==> src/verilog/e1rx_consts.svh <==
`ifndef E1RX_CONSTS_SVH
`define E1RX_CONSTS_SVH

// register offsets
`define E1RX_CTRL_OFS 8'h00
`define E1RX_STAT_OFS 8'h04

// control register fields
`define E1RX_CTRL_W 11
`define E1RX_CTRL_RST 11'h017
`define E1RX_B_SINGLE 0
`define E1RX_B_HDB3 1
`define E1RX_B_CDR 2
`define E1RX_B_ALARM_SUBSTITUTE_ENABLE 3
`define E1RX_B_RISE 4
`define E1RX_B_INV 5
`define E1RX_B_HWMODE 6
`define E1RX_B_TAO 7
`define E1RX_B_PRBS 8
`define E1RX_B_AUTO_ALL_ONES_ON_LOSS 9
`define E1RX_B_ZEROS 10

// status register fields
`define E1RX_S_LOS 0
`define E1RX_S_TCLK_MISS 1
`define E1RX_S_MCLK_LOSS 2

// timing
`define E1RX_TCLK_MISS_CYC 7'h46
`define E1RX_TCLK_CNT_MAX 7'h7f
`define E1RX_CLK_MHZ 100
`define E1RX_MCLK_LOSS_NS 1000
`define E1RX_MCLK_LOSS_CYC ((`E1RX_MCLK_LOSS_NS * `E1RX_CLK_MHZ + 999) / 1000)
`define E1RX_MCLK_CNT_MAX 8'hff

// zero run limits, count of zeros before the one that flags
`define E1RX_EXZ_HDB3 4'h3
`define E1RX_EXZ_AMI 4'h7
`define E1RX_ZRUN_MAX 4'hf

// synchroniser bundle positions
`define E1RX_SY_POS 0
`define E1RX_SY_NEG 1
`define E1RX_SY_REC 2
`define E1RX_SY_MCLK 3
`define E1RX_SY_TCLK 4
`define E1RX_SY_LOS 5
`define E1RX_SY_W 6

`endif

==> src/verilog/e1rx_pkg.sv <==
package e1rx_pkg;
	typedef logic [7:0] e1rx_addr_t;
	typedef logic [31:0] e1rx_word_t;

	typedef struct packed {
		logic [5:0] s1;
		logic [5:0] s2;
	} e1rx_sync_t;

	typedef struct packed {
		logic [10:0] ctrl;
		logic [31:0] rdata;
		logic tclk_p;
		logic mclk_p;
		logic src_p;
		logic [6:0] tclk_cnt;
		logic tclk_miss;
		logic [7:0] mclk_cnt;
		logic mclk_lost;
		logic have_mark;
		logic last_pol;
		logic have_v;
		logic last_v_pol;
		logic [3:0] zrun;
		logic [3:0] sh;
		logic [3:0] cvsh;
		logic head_bit;
		logic head_cv;
		logic pos_r;
		logic neg_r;
		logic rd;
		logic cv;
		logic rp;
		logic rn;
		logic rclk;
		logic los;
		logic hiz;
		logic txref;
		logic txclk;
	} e1rx_state_t;
endpackage

==> src/verilog/e1rx_sync.sv <==
`timescale 1ns/100ps
module e1rx_sync
(
	input wire logic clk,
	input wire logic arst_n,
	input wire logic [5:0] d,
	output logic [5:0] q
);
	import e1rx_pkg::*;

	e1rx_sync_t st_q;
	e1rx_sync_t st_d;

	always_comb
	begin
		st_d = st_q;
		st_d.s1 = d;
		st_d.s2 = st_q.s1;
	end

	always_ff @(posedge clk or negedge arst_n)
	begin
		if (!arst_n)
			st_q <= '0;
		else
			st_q <= st_d;
	end

	assign q = st_q.s2;
endmodule

==> src/verilog/e1rx_top.sv <==
// Behaviour
// RL1: transmit clock stuck over 70 reference cycles: missing
// RL2: single rail: NRZ data, AMI or HDB3 decoded
// RL3: violation held high one receive clock period
// RL4: HDB3 reports code violations, AMI bipolar violations
// RL5: hardware mode single rail adds excess zeros
// RL6: dual rail: retimed NRZ, raw RZ when bypassed
// RL7: selectable launch edge and data active level
// RL8: receive clock output per channel, 2.048 MHz
// RL9: recovery mode, loss plus substitute enable: clock from reference
// RL10: recovery mode: recovered clock, data on edge
// RL11: recovery bypassed: clock is rail XOR
// RL12: reference clock is timing base
// RL13: patterns and auto all ones use reference clock
// RL14: hardware mode all ones or PRBS: reference clock
// RL15: reference clock lost: line drivers high impedance
// RL16: loss output follows received signal loss
// RL17: system samples opposite edge, flag means error
// RL18: violation flag launched with its data bit
`timescale 1ns/100ps
`include "e1rx_consts.svh"
module e1rx_top
(
	input wire logic clk,
	input wire logic arst_n,
	input wire e1rx_pkg::e1rx_addr_t reg_addr,
	input wire e1rx_pkg::e1rx_word_t reg_wdata,
	input wire logic reg_wr,
	input wire logic reg_rd,
	output e1rx_pkg::e1rx_word_t reg_rdata,
	input wire logic line_pos_in,
	input wire logic line_neg_in,
	input wire logic recovered_clock_in,
	input wire logic ref_clock_in,
	input wire logic transmit_clock_in,
	input wire logic signal_absent_in,
	output logic received_data_out,
	output logic violation_flag_out,
	output logic positive_rail_out,
	output logic negative_rail_out,
	output logic receive_clock_out,
	output logic signal_lost_out,
	output logic transmit_clock_missing_out,
	output logic line_driver_hiz_out,
	output logic tx_bit_clock_out,
	output logic tx_ref_select_out
);
	import e1rx_pkg::*;

	e1rx_state_t st_q;
	e1rx_state_t st_d;
	logic [5:0] sy;
	logic pos_s;
	logic neg_s;
	logic rec_s;
	logic mclk_s;
	logic tclk_s;
	logic los_s;
	logic mclk_rise;
	logic subst;
	logic src;
	logic sample;
	logic launch;
	logic mark;
	logic bpv;
	logic cv_code;
	logic excess_zeros_error;
	logic flag;
	logic wr_hit;
	logic txref;
	logic [3:0] exz_lim;

	e1rx_sync u_sync
	(
		.clk(clk),
		.arst_n(arst_n),
		.d({signal_absent_in, transmit_clock_in, ref_clock_in, recovered_clock_in, line_neg_in, line_pos_in}),
		.q(sy)
	);

	assign pos_s = sy[`E1RX_SY_POS];
	assign neg_s = sy[`E1RX_SY_NEG];
	assign rec_s = sy[`E1RX_SY_REC];
	assign mclk_s = sy[`E1RX_SY_MCLK];
	assign tclk_s = sy[`E1RX_SY_TCLK];
	assign los_s = sy[`E1RX_SY_LOS];

	always_comb
	begin
		st_d = st_q;
		mclk_rise = mclk_s & ~st_q.mclk_p;
		wr_hit = reg_wr & (reg_addr == `E1RX_CTRL_OFS);
		subst = st_q.ctrl[`E1RX_B_ALARM_SUBSTITUTE_ENABLE] & st_q.los;
		// receive clock source
		if (!st_q.ctrl[`E1RX_B_CDR])
			src = pos_s ^ neg_s; // RL11
		else if (subst)
			src = mclk_s; // RL9
		else
			src = rec_s; // RL10
		sample = src & ~st_q.src_p;
		launch = st_q.ctrl[`E1RX_B_RISE] ? (src & ~st_q.src_p) : (~src & st_q.src_p); // RL7
		mark = pos_s | neg_s;
		bpv = mark & st_q.have_mark & (pos_s == st_q.last_pol);
		cv_code = bpv & st_q.have_v & (pos_s == st_q.last_v_pol);
		exz_lim = st_q.ctrl[`E1RX_B_HDB3] ? `E1RX_EXZ_HDB3 : `E1RX_EXZ_AMI;
		excess_zeros_error = ~mark & (st_q.zrun == exz_lim);
		flag = (st_q.ctrl[`E1RX_B_HDB3] ? cv_code : bpv) // RL4
			| (excess_zeros_error & st_q.ctrl[`E1RX_B_HWMODE]); // RL5
		txref = st_q.ctrl[`E1RX_B_TAO] | st_q.ctrl[`E1RX_B_PRBS] | st_q.ctrl[`E1RX_B_ZEROS]
			| (st_q.ctrl[`E1RX_B_AUTO_ALL_ONES_ON_LOSS] & st_q.los) | subst; // RL13 RL14

		// register port
		if (wr_hit)
			st_d.ctrl = reg_wdata[`E1RX_CTRL_W-1:0];
		st_d.rdata = '0;
		if (reg_rd && reg_addr == `E1RX_CTRL_OFS)
			st_d.rdata[`E1RX_CTRL_W-1:0] = st_q.ctrl;
		else if (reg_rd && reg_addr == `E1RX_STAT_OFS)
		begin
			st_d.rdata[`E1RX_S_LOS] = st_q.los;
			st_d.rdata[`E1RX_S_TCLK_MISS] = st_q.tclk_miss;
			st_d.rdata[`E1RX_S_MCLK_LOSS] = st_q.mclk_lost;
		end

		st_d.src_p = src;
		st_d.mclk_p = mclk_s;
		st_d.tclk_p = tclk_s;

		// transmit clock watchdog counted in reference cycles
		if (tclk_s != st_q.tclk_p)
		begin
			st_d.tclk_cnt = '0;
			st_d.tclk_miss = 1'h0;
		end
		else if (mclk_rise)
		begin
			if (st_q.tclk_cnt != `E1RX_TCLK_CNT_MAX)
				st_d.tclk_cnt = st_q.tclk_cnt + 7'h01;
			if (st_q.tclk_cnt >= `E1RX_TCLK_MISS_CYC)
				st_d.tclk_miss = 1'h1; // RL1
		end

		// reference clock watchdog
		if (mclk_rise)
			st_d.mclk_cnt = '0; // RL12
		else if (st_q.mclk_cnt != `E1RX_MCLK_CNT_MAX)
			st_d.mclk_cnt = st_q.mclk_cnt + 8'h01;
		st_d.mclk_lost = (st_q.mclk_cnt >= 8'(`E1RX_MCLK_LOSS_CYC));
		st_d.hiz = st_q.mclk_lost; // RL15

		// decoder, one step per line bit
		if (sample)
		begin
			st_d.head_bit = st_q.sh[3];
			st_d.head_cv = st_q.cvsh[3];
			st_d.pos_r = pos_s;
			st_d.neg_r = neg_s;
			st_d.sh = {st_q.sh[2:0], mark}; // RL2
			st_d.cvsh = {st_q.cvsh[2:0], flag};
			if (mark)
			begin
				st_d.have_mark = 1'h1;
				st_d.last_pol = pos_s;
				st_d.zrun = '0;
			end
			else if (st_q.zrun != `E1RX_ZRUN_MAX)
				st_d.zrun = st_q.zrun + 4'h1;
			if (bpv && st_q.ctrl[`E1RX_B_HDB3])
			begin
				st_d.sh = 4'h0; // RL2
				st_d.have_v = 1'h1;
				st_d.last_v_pol = pos_s;
			end
		end

		// output stage
		if (!st_q.ctrl[`E1RX_B_SINGLE] && !st_q.ctrl[`E1RX_B_CDR])
		begin
			st_d.rp = pos_s ^ st_q.ctrl[`E1RX_B_INV]; // RL6
			st_d.rn = neg_s ^ st_q.ctrl[`E1RX_B_INV];
		end
		if (launch)
		begin
			if (st_q.ctrl[`E1RX_B_SINGLE])
			begin
				st_d.rd = st_q.head_bit ^ st_q.ctrl[`E1RX_B_INV]; // RL2 RL7
				st_d.cv = st_q.head_cv; // RL3 RL18
			end
			else if (st_q.ctrl[`E1RX_B_CDR])
			begin
				st_d.rp = st_q.pos_r ^ st_q.ctrl[`E1RX_B_INV]; // RL6 RL10
				st_d.rn = st_q.neg_r ^ st_q.ctrl[`E1RX_B_INV];
			end
		end
		if (!st_q.ctrl[`E1RX_B_SINGLE])
		begin
			st_d.rd = 1'h0;
			st_d.cv = 1'h0;
		end
		else
		begin
			st_d.rp = 1'h0;
			st_d.rn = 1'h0;
		end
		st_d.rclk = src; // RL8
		st_d.los = los_s; // RL16
		st_d.txref = txref;
		st_d.txclk = txref ? mclk_s : tclk_s; // RL13
	end

	always_ff @(posedge clk or negedge arst_n)
	begin
		if (!arst_n)
		begin
			st_q <= '0;
			st_q.ctrl <= `E1RX_CTRL_RST;
		end
		else
			st_q <= st_d;
	end

	assign reg_rdata = st_q.rdata;
	assign received_data_out = st_q.rd;
	assign violation_flag_out = st_q.cv;
	assign positive_rail_out = st_q.rp;
	assign negative_rail_out = st_q.rn;
	assign receive_clock_out = st_q.rclk;
	assign signal_lost_out = st_q.los;
	assign transmit_clock_missing_out = st_q.tclk_miss;
	assign line_driver_hiz_out = st_q.hiz;
	assign tx_bit_clock_out = st_q.txclk;
	assign tx_ref_select_out = st_q.txref;
endmodule
==> config.mk <==
export PLATFORM = sky130hd
export DESIGN_NAME = e1rx_top
export DESIGN_NICKNAME = d
export VERILOG_FILES = /design/src/verilog/e1rx_pkg.sv /design/src/verilog/e1rx_sync.sv /design/src/verilog/e1rx_top.sv
export VERILOG_INCLUDE_DIRS = /design/src /design/src/verilog
export SDC_FILE = /design/constraint.sdc
export NUM_CORES = 1
export LEC_CHECK = 0
export BUFFER_PORTS_ARGS = -buffer_cell sky130_fd_sc_hd__buf_2
export CELL_PAD_IN_SITES_DETAIL_PLACEMENT = 0
export CELL_PAD_IN_SITES_GLOBAL_PLACEMENT = 1
export CORE_AREA = 2 2 150 79
export DETAILED_ROUTE_END_ITERATION = 8
export DIE_AREA = 0 0 152 81
export PLACE_DENSITY = 0.68
export SLEW_MARGIN = 20
export SYNTH_ARGS = -nofsm -noshare
export SYNTH_HDL_FRONTEND = slang
export SYNTH_SLANG_ARGS = --single-unit
==> constraint.sdc <==
create_clock -name clk -period 5.1 [get_ports clk]
set_clock_uncertainty 0.1 [all_clocks]
set_input_delay 0.51 -clock clk [delete_from_list [all_inputs] [get_ports clk]]
set_output_delay 0.51 -clock clk [all_outputs]
set_load 0.02 [all_outputs]
After elaboration in Yosys (flattened, before gate mapping)
Index checks and enable logic that the tools add are counted.

word-level totals
  logic and storage cells = 114
  register bits after elaboration = 82

cells by class
  bitwise operators = 28
  magnitude comparators = 2
  add/subtract/negate cells = 3
  muxes and demuxes = 25
  reductions and logical operators = 17
  equality and inequality tests = 9

operators with widths
  operator                                             number
  2-to-1 mux 8 bit                                     5
  2-to-1 mux 4 bit                                     4
  bitwise AND 1 bit                                    12
  2-to-1 mux 2 bit                                     6
  AND reduction 2 bit                                  5
  nonzero test 2 bit                                   5
  2-to-1 mux 3 bit                                     3
  adder 8 x 1 -> 8 bit, second input constant          1
  == test 8 x 3 -> 1 bit, second input constant        1
  >= comparator 8 x 7 -> 1 bit, second input constant  1
  logical NOT 8 bit                                    1
  inequality test 8 bit, second input constant         1
  adder 7 x 1 -> 7 bit, second input constant          1
  >= comparator 7 bit, second input constant           1
  2-to-1 mux 7 bit                                     1
  inequality test 7 bit, second input constant         1
  2-to-1 mux 1 bit                                     6
  bitwise OR 1 bit                                     6
  bitwise XOR 1 bit                                    6
  adder 4 x 1 -> 4 bit, second input constant          1
  == test 4 x 3 -> 1 bit                               1
  logical AND 1 bit                                    4
  inequality test 4 bit, second input constant         1
  NOT 1 bit                                            4
  4 further kinds                                      6

Longest topological paths before layout
Gate-level depths: netlist of the first run.

  depth after elaboration = 8
  mapped depth = 7

Cells and area by module
A second synthesis of the first run with hierarchy kept.

second synthesis, totals
  cells, all modules = 331
  area total of the unflattened synthesis = 3806.2 µm²

by module, submodules not included
  module     instances  area an instance (µm²)  cells each
  e1rx_top   1          3505.9                  319
  e1rx_sync  1          300.3                   12

Worst setup path after synthesis of the first run
Ideal clock, no wire load.

  path kind = in2reg
  start = in reg_addr[6]
  end = reg st_q[84] in the netlist's numbering
  path buffers = 1
  required time = 4.875 ns
  path slack = 3.086 ns
  stages on the path = 5
  data arrival time = 1.789 ns
  cells stage by stage = or4_4 nor4_4 nand3b_2 buf_6 mux2_4

on the way
  longest elaborated chain between the ends = 2

RTL lines
  what                         RTL line         source
  from (decl)                  e1rx_top.sv:26   input wire e1rx_pkg::e1rx_addr_t reg_addr,
  logical NOT 8 bit (no line)  -
  bitwise AND 1 bit            e1rx_top.sv:92   wr_hit = reg_wr & (reg_addr == `E1RX_CTRL_OFS);
  to (signal assigned)         e1rx_top.sv:220  st_q <= st_d;
  to (decl)                    e1rx_top.sv:50   e1rx_state_t st_q;

Every way passes these cells.
A chain may end at the register's enable or synchronous reset.

Worst setup path after layout of the first run
  start = reg u_sync.st_q, in the netlist u_sync.q[0]
  end = reg st_q[21] in the netlist's numbering

on the way
  longest elaborated chain between the ends = 4
  elaborated cells between the ends (all ways) = 7
  classes of those cells = mux (2); bitwise (3); reduce/logical (2)

RTL lines
  what                           RTL line         source
  from (decl)                    e1rx_sync.sv:11  e1rx_sync_t st_q;
  from (signal assigned)         e1rx_sync.sv:26  st_q <= st_d;
  bitwise XOR 1 bit              e1rx_top.sv:96   src = pos_s ^ neg_s;
  2-to-1 mux 1 bit               e1rx_top.sv:95   if (!st_q.ctrl[`E1RX_B_CDR])
  bitwise AND 1 bit              e1rx_top.sv:101  sample = src & ~st_q.src_p;
  AND reduction 2 bit (no line)  -

Parallel ways exist; a longest one is shown, timed or not.

==> results.md, run 1 <==
- Class of the tightest hold or removal check: input port to async pin
- Highest cell delay on the worst timing path: 0.48 ns
- Cell area after technology mapping: 3730 um^2
- Run status: complete, no violations
- Top fanout value on the critical path: 15
- Reported max-cap violation count: 0
- Crit-path leading delay family: compound AO/OA/AOI/OAI gates
- Setup repair after global routing missed its margin: no
- Top flip-flop cell by instance count after synthesis: sky130_fd_sc_hd__dfrtp_1
- Slowest stage cell, crit path: sky130_fd_sc_hd__dfrtp_1
- Clock input transition at the sequential cells of the worst setup and hold paths: 0.06 ns
- Total routed wirelength: approximately 7200 um
- Sequential element share of the synthesized area: between 50% and 60%
- Unique masters post-synth: 50
- Part of the cycle the worst path needs: a little under half
- Final sum of negative setup slack: 0 ns
- Standard-cell row count: 28
- Synth Instances: roughly 330
- Clk_lat worst skew: roughly 0.34 ns
- Critical path buffers and inverters: 1
- Share of post-route cells with drive strength above 1: between 20% and 30%
- Synthesized area per cell: ~11 um^2
- Buffers added on ports: 49
- Via count: between 2000 and 2500
- TritonCTS clock tree: done
- Gates resized, CTS repair: 0
- Clock buffer depth: 2
- Die width: about 150 um
- Half-perimeter wire length after placement: a little over 5000 um
- Maximum operating frequency: approximately 0.43 GHz
- Worst R2R Setup Slack: between 2 and 3 ns
- Cell accounting for the most synthesized area: sky130_fd_sc_hd__dfrtp_1
- Via-per-instance ratio: between 4 and 5
- Hold-fix buffers at CTS: 0
- Number of endpoints failing setup at the final stage: 0
- Critical path type: register to register
- Static leakage power: ~2.1 nW
- All-Layer GR Usage: 12.8%
- Fraction of synthesis flops using an asynchronous set or reset pin: 100%
- Pins over their slew limit: 0
- Worst supply voltage drop on vdd: 0.142 mV
- Initial cell density of the core: about a third
- H-tree depth: 3
- Diodes inserted: 0
- Routed wirelength normalized by instance count: ~14 um
- DRC viols: 0
- I/O pins: 92
- Final weighted congestion in routability-driven placement: 0.790
- Pwr dens: 381 nW/um^2
- Max-slew headroom: 50.5%
- Number of synthesis warnings: 0
- Number of antenna violations at the first check in global routing: 0
- Router iterations before antenna repair: 5
- Number of synthesized register bits: between 80 and 90
- DRC violation total after the first TritonRoute iteration: approximately 140
- Via count of the first global-routing pass: around 2300
- Worst setup SP type: register
- Maximum number of pins on one net before global-route repair: between 80 and 90
- Startpoint of the lowest-slack register-to-register path: u_sync.q[0]
- Worst r2r dst: st_q[21]
- Die Y-Extent: 81 um
- Post CTS Setup Buffer Count: 0
- WP data required: 5.22 ns
- Top cells by area in the synthesized netlist: sky130_fd_sc_hd__dfrtp_1 (52%), sky130_fd_sc_hd__buf_4 (6.4%), sky130_fd_sc_hd__mux2_4 (4.0%)
- Root buf cell: sky130_fd_sc_hd__clkbuf_16
- Min Clock Period, post-route: 2.34 ns
- Number of hold-slack violations in the final timing report: 0
- Count of clock tree sinks: 82
- Total Nets Final: between 400 and 500
- Cells along the critical path: inv_1 -> ha_1 -> o21ba_2 -> o31a_1 -> o21ai_0 -> mux2_2
- Worst endpoint data arrival time: about 2.5 ns
- Top-area cell type share of the netlist area: a little over half
- ANT nets after route: 0
- First-pass GRT wire length: 12200 um
- Worst reg2reg path depth: 6
- Die Area: 12300 um^2
- CTS buffer count: 9
- Final Power: approximately 1.6 mW
- Fill count: approximately 1100
- Endpoint type of the worst setup path: register
- EDFF count, synth: 0
- Area delta synth->final: 14.7%
- CORE AREA: 11200 um^2
- Total global routing overflow: 0
- Measured slew at the worst slew-check pin: 0.743 ns
[cells in the final DEF, fill, tap and decap left out, types with 3 or more instances in the layout]
master,Yosys,final
sky130_fd_sc_hd__a22o_1,4,4
sky130_fd_sc_hd__clkbuf_16,0,9
sky130_fd_sc_hd__nor2_1,18,18
sky130_fd_sc_hd__inv_1,10,10
sky130_fd_sc_hd__dfrtp_1,78,78
sky130_fd_sc_hd__xor2_1,7,7
sky130_fd_sc_hd__and3_1,7,7
sky130_fd_sc_hd__mux2_2,7,7
sky130_fd_sc_hd__nand2b_1,3,3
sky130_fd_sc_hd__and2_1,10,10
sky130_fd_sc_hd__buf_2,3,48
sky130_fd_sc_hd__dfstp_2,4,4
sky130_fd_sc_hd__mux2i_1,7,7
sky130_fd_sc_hd__o31ai_1,3,3
sky130_fd_sc_hd__o21ai_0,13,13
sky130_fd_sc_hd__mux2_4,10,10
sky130_fd_sc_hd__inv_6,0,4
sky130_fd_sc_hd__nand2_1,30,30
sky130_fd_sc_hd__ha_1,6,6
sky130_fd_sc_hd__nand3_1,6,6
sky130_fd_sc_hd__a21oi_1,11,11
sky130_fd_sc_hd__a21boi_0,3,3
sky130_fd_sc_hd__nor3_1,4,4
sky130_fd_sc_hd__a31oi_1,8,8
sky130_fd_sc_hd__xnor2_1,6,6
sky130_fd_sc_hd__conb_1,1,21
[per-stage QoR]
step	utilization (%)	worst slack (ns)	hold WS, ns	area, um^2	instances
global placement	35.3	2.68	0.234	3970	506
detailed placement	35.3	2.65	0.236	3970	506
floorplan	-	3.09	0.114	3810	346
global route	38.1	2.58	0.153	4280	522
finish	38.1	2.76	0.102	4280	522
CTS	38.0	2.75	0.158	4280	522
[flip-flops by register name (all words and copies together), names as in the netlist, 6 cells and up]
signal / count
st_q: 48
reg_rdata: 11
u_sync.q: 6
u_sync.st_d: 6
[cell usage after synthesis (all sizes together) (4+ instances only)]
| cell type | instances |
|---|---|
| mux2 | 17 |
| mux2i | 7 |
| and2 | 10 |
| nor2 | 18 |
| dfstp | 4 |
| ha | 6 |
| a21oi | 11 |
| buf | 36 |
| xor2 | 7 |
| a22o | 4 |
| nor3 | 4 |
| nand2 | 30 |
| clkbuf | 4 |
| nand3 | 6 |
| inv | 10 |
| xnor2 | 6 |
| dfrtp | 78 |
| and3 | 7 |
| a31oi | 8 |
| o21ai | 14 |
[cell type report]
class	instances	area [um^2]	area share [%]
Sequential cell	82	2060	48.0
Tap cell	150	188	4.38
Clock inverter	7	82.6	1.93
Inverter	10	37.5	0.877
Clock buffer	9	225	5.26
Multi-Input combinational cell	214	1430	33.5
Timing Repair Buffer	50	259	6.05
[logic make-up after synthesis]
group,synth area share (%)
DFF,55.1
adders and majority gates,2.01
xor gates and xnor gates,3.05
and+or+nand+nor,13.4
buffers and inverters,8.55
muxes,8.01
AOI/OAI and AO/OA,9.79
other,0.100
[routing by layer]
| layer | vias up | share of wire (%) | track usage (%) |
|---|---|---|---|
| li1 | 1161 | - | - |
| met1 | 1188 | 52 | 18.6 |
| met2 | 53 | 42 | 18.1 |
| met3 | 8 | 5.0 | 4.80 |
| met4 | 0 | 0.97 | 3.08 |
| met5 | - | 0 | 0 |
[worst max path at each step]
stage	from	end	cells past startpoint
final	u_sync.q[0]	st_q[21]	6
after global routing	u_sync.q[0]	st_q[21]	6
after CTS	u_sync.q[0]	st_q[21]	6
after detailed placement	reg_addr[6]	st_q[86]	5
after global placement	reg_addr[6]	st_q[87]	5
after floorplan	reg_addr[6]	st_q[84]	5
[power breakdown]
part / switching [mW] / total [mW] / internal, mW
clock network: 0.279 / 0.667 / 0.388
logic: 0.105 / 0.190 / 0.0854
registers: 0.0548 / 0.775 / 0.720
[worst reg2reg max path, cell delays in order (launching register included)]
cell and delay [ns]:
sky130_fd_sc_hd__dfrtp_1 0.48, sky130_fd_sc_hd__inv_1 0.11, sky130_fd_sc_hd__ha_1 0.34, sky130_fd_sc_hd__o21ba_2 0.14, sky130_fd_sc_hd__o31a_1 0.46, sky130_fd_sc_hd__o21ai_0 0.28
sky130_fd_sc_hd__mux2_2 0.33
No activity file was read; power rests on OpenSTA's default activity.
==> inputs of run 2 (changes only) <==
Clock period 5.1 ns to 2.3 ns, I/O delays scaled along.
==> results.md, run 2 (synthesis results as in run 1) <==
- Via-per-instance ratio: approximately 4.6
- Cells on Worst Hold Path: 2
- Hold-fix buffers at CTS: 7
- Commonest non-fill, non-tap cells in the layout: sky130_fd_sc_hd__dfrtp_1 (78), sky130_fd_sc_hd__buf_2 (48), sky130_fd_sc_hd__nand2_1 (30)
- ANT nets after route: 0
- Share of post-route cells with drive strength above 1: between 20% and 30%
- Number of hold-slack violations in the final timing report: 0
- Clock buffer depth: 2
- Initial cell density of the core: 33.2%
- Clock input transition at the sequential cells of the worst setup and hold paths: roughly 0.060 ns
- Maximum operating frequency: 0.493 GHz
- TritonCTS clock tree: done
- Worst supply voltage drop on vdd: between 0.3 and 0.4 mV
- Count of clock tree sinks: 82
- Most flops, register: st_q
- Fin Hold WS: around 0.028 ns
- Max-slew headroom: between 50% and 60%
- Min Clock Period, post-route: between 2 and 2.5 ns
- Clk_lat worst skew: between 0.3 and 0.4 ns
- Total global routing overflow: 0
- Area delta synth->final: 18.0%
- Part of the cycle the worst path needs: between 80% and 90%
- Via count: ~2500
- I/O pins: 92
- Pins over their slew limit: 0
- DRC viols: 0
- CORE AREA: roughly 11000 um^2
- Top fanout value on the critical path: 6
- Endpoint type of the worst setup path: register
- Crit-path leading delay family: compound AO/OA/AOI/OAI gates
- Diodes inserted: 0
- Final weighted congestion in routability-driven placement: ~0.8
- WP data required: 2.45 ns
- Reported max-cap violation count: 0
- Half-perimeter wire length after placement: between 5000 and 6000 um
- Highest cell delay on the worst timing path: around 0.44 ns
- Total routed wirelength: 7520 um
- Die width: ~150 um
- Final sum of negative setup slack: 0 ns
- Total Nets Final: roughly 440
- DRC violation total after the first TritonRoute iteration: 84
- Worst endpoint data arrival time: about 2.2 ns
- Critical path type: register to register
- Die Area: 12300 um^2
- Worst reg2reg path depth: 7
- Critical path buffers and inverters: 2
- Maximum number of pins on one net before global-route repair: 38
- Slowest stage cell, crit path: sky130_fd_sc_hd__dfrtp_1
- Number of flip-flops in the largest register: 48
- Number of antenna violations at the first check in global routing: 0
- Pwr dens: 838 nW/um^2
- Run status: complete, no violations
- All-Layer GR Usage: a little over an eighth
- Via count of the first global-routing pass: approximately 2400
- Measured slew at the worst slew-check pin: a little over 0.7 ns
- CTS buffer count: 9
- H-tree depth: 3
- Standard-cell row count: 28
- Cells along the critical path: inv_1 -> ha_1 -> o21ba_2 -> o31a_1 -> buf_4 -> a2bb2oi_1 -> mux2i_1
- Root buf cell: sky130_fd_sc_hd__clkbuf_16
- Setup repair after global routing missed its margin: no
- Router iterations before antenna repair: 4
- Number of endpoints failing setup at the final stage: 0
- Buffers added on ports: 49
- Class of the tightest hold or removal check: input port to register
- Die Y-Extent: a little over 80 um
- Total stage count of the critical path: 7
- Static leakage power: 2.18 nW
- Post CTS Setup Buffer Count: 0
- Routed wirelength normalized by instance count: roughly 14 um
- First-pass GRT wire length: 12600 um
- Most common library cell in the layout ignoring fill and taps: sky130_fd_sc_hd__dfrtp_1
- Worst setup SP type: register
- Gates resized, CTS repair: 0
==> run 2: path summary, 6_finish.rpt <==
| path | start | endpoint | slack (ns) |
|---|---|---|---|
| max | u_sync.q[0] | received_data_out | 0.27 |
| min | reg_wdata[2] | st_q[83] | 0.03 |
| max reg2reg | u_sync.q[0] | received_data_out | 0.27 |
| min reg2reg | u_sync.st_d[1] | u_sync.q[1] | 0.24 |
| max in group asynchronous | arst_n | st_q[81] | 1.06 |
| min in group asynchronous | arst_n | st_q[90] | 0.29 |
==> run 2: final cells by class <==
type,instances,area (um^2)
clock inverters,7,93.8
clock buffers,9,225
well taps,150,188
inverters,10,37.5
multi-input cells,214,1430
fillers,1107,6840
repair buffers,63,370
flip-flops and latches,82,2060
==> run 2: through the flow <==
stage / cell area [um^2] / power (mW) / setup WS, ns / util, % / instances
finish: 4400 / 3.69 / 0.270 / 39.2 / 535
global route: 4400 / 3.88 / 0.0997 / 39.2 / 535
CTS: 4400 / 3.73 / 0.241 / 39.2 / 535
detailed placement: 4020 / 2.18 / 0.274 / 35.7 / 512
global placement: 4020 / 2.17 / 0.290 / 35.7 / 512
floorplan: 3810 / 2.04 / 0.449 / - / 346
==> run 2: routing by layer <==
metal  part of all wire [%]  global-route usage (%)  vias up
met5                      0                       0        -
met4                    1.1                    4.58        0
met3                    3.6                    4.38        9
met2                     41                    18.6       42
met1                     55                    19.5     1222
li1                       -                       -     1185
==> run 2: power by group <==
group	leakage [nW]	switching (mW)	internal, mW
clock network	0.151	0.580	0.948
logic	0.973	0.241	0.204
registers	1.05	0.117	1.60
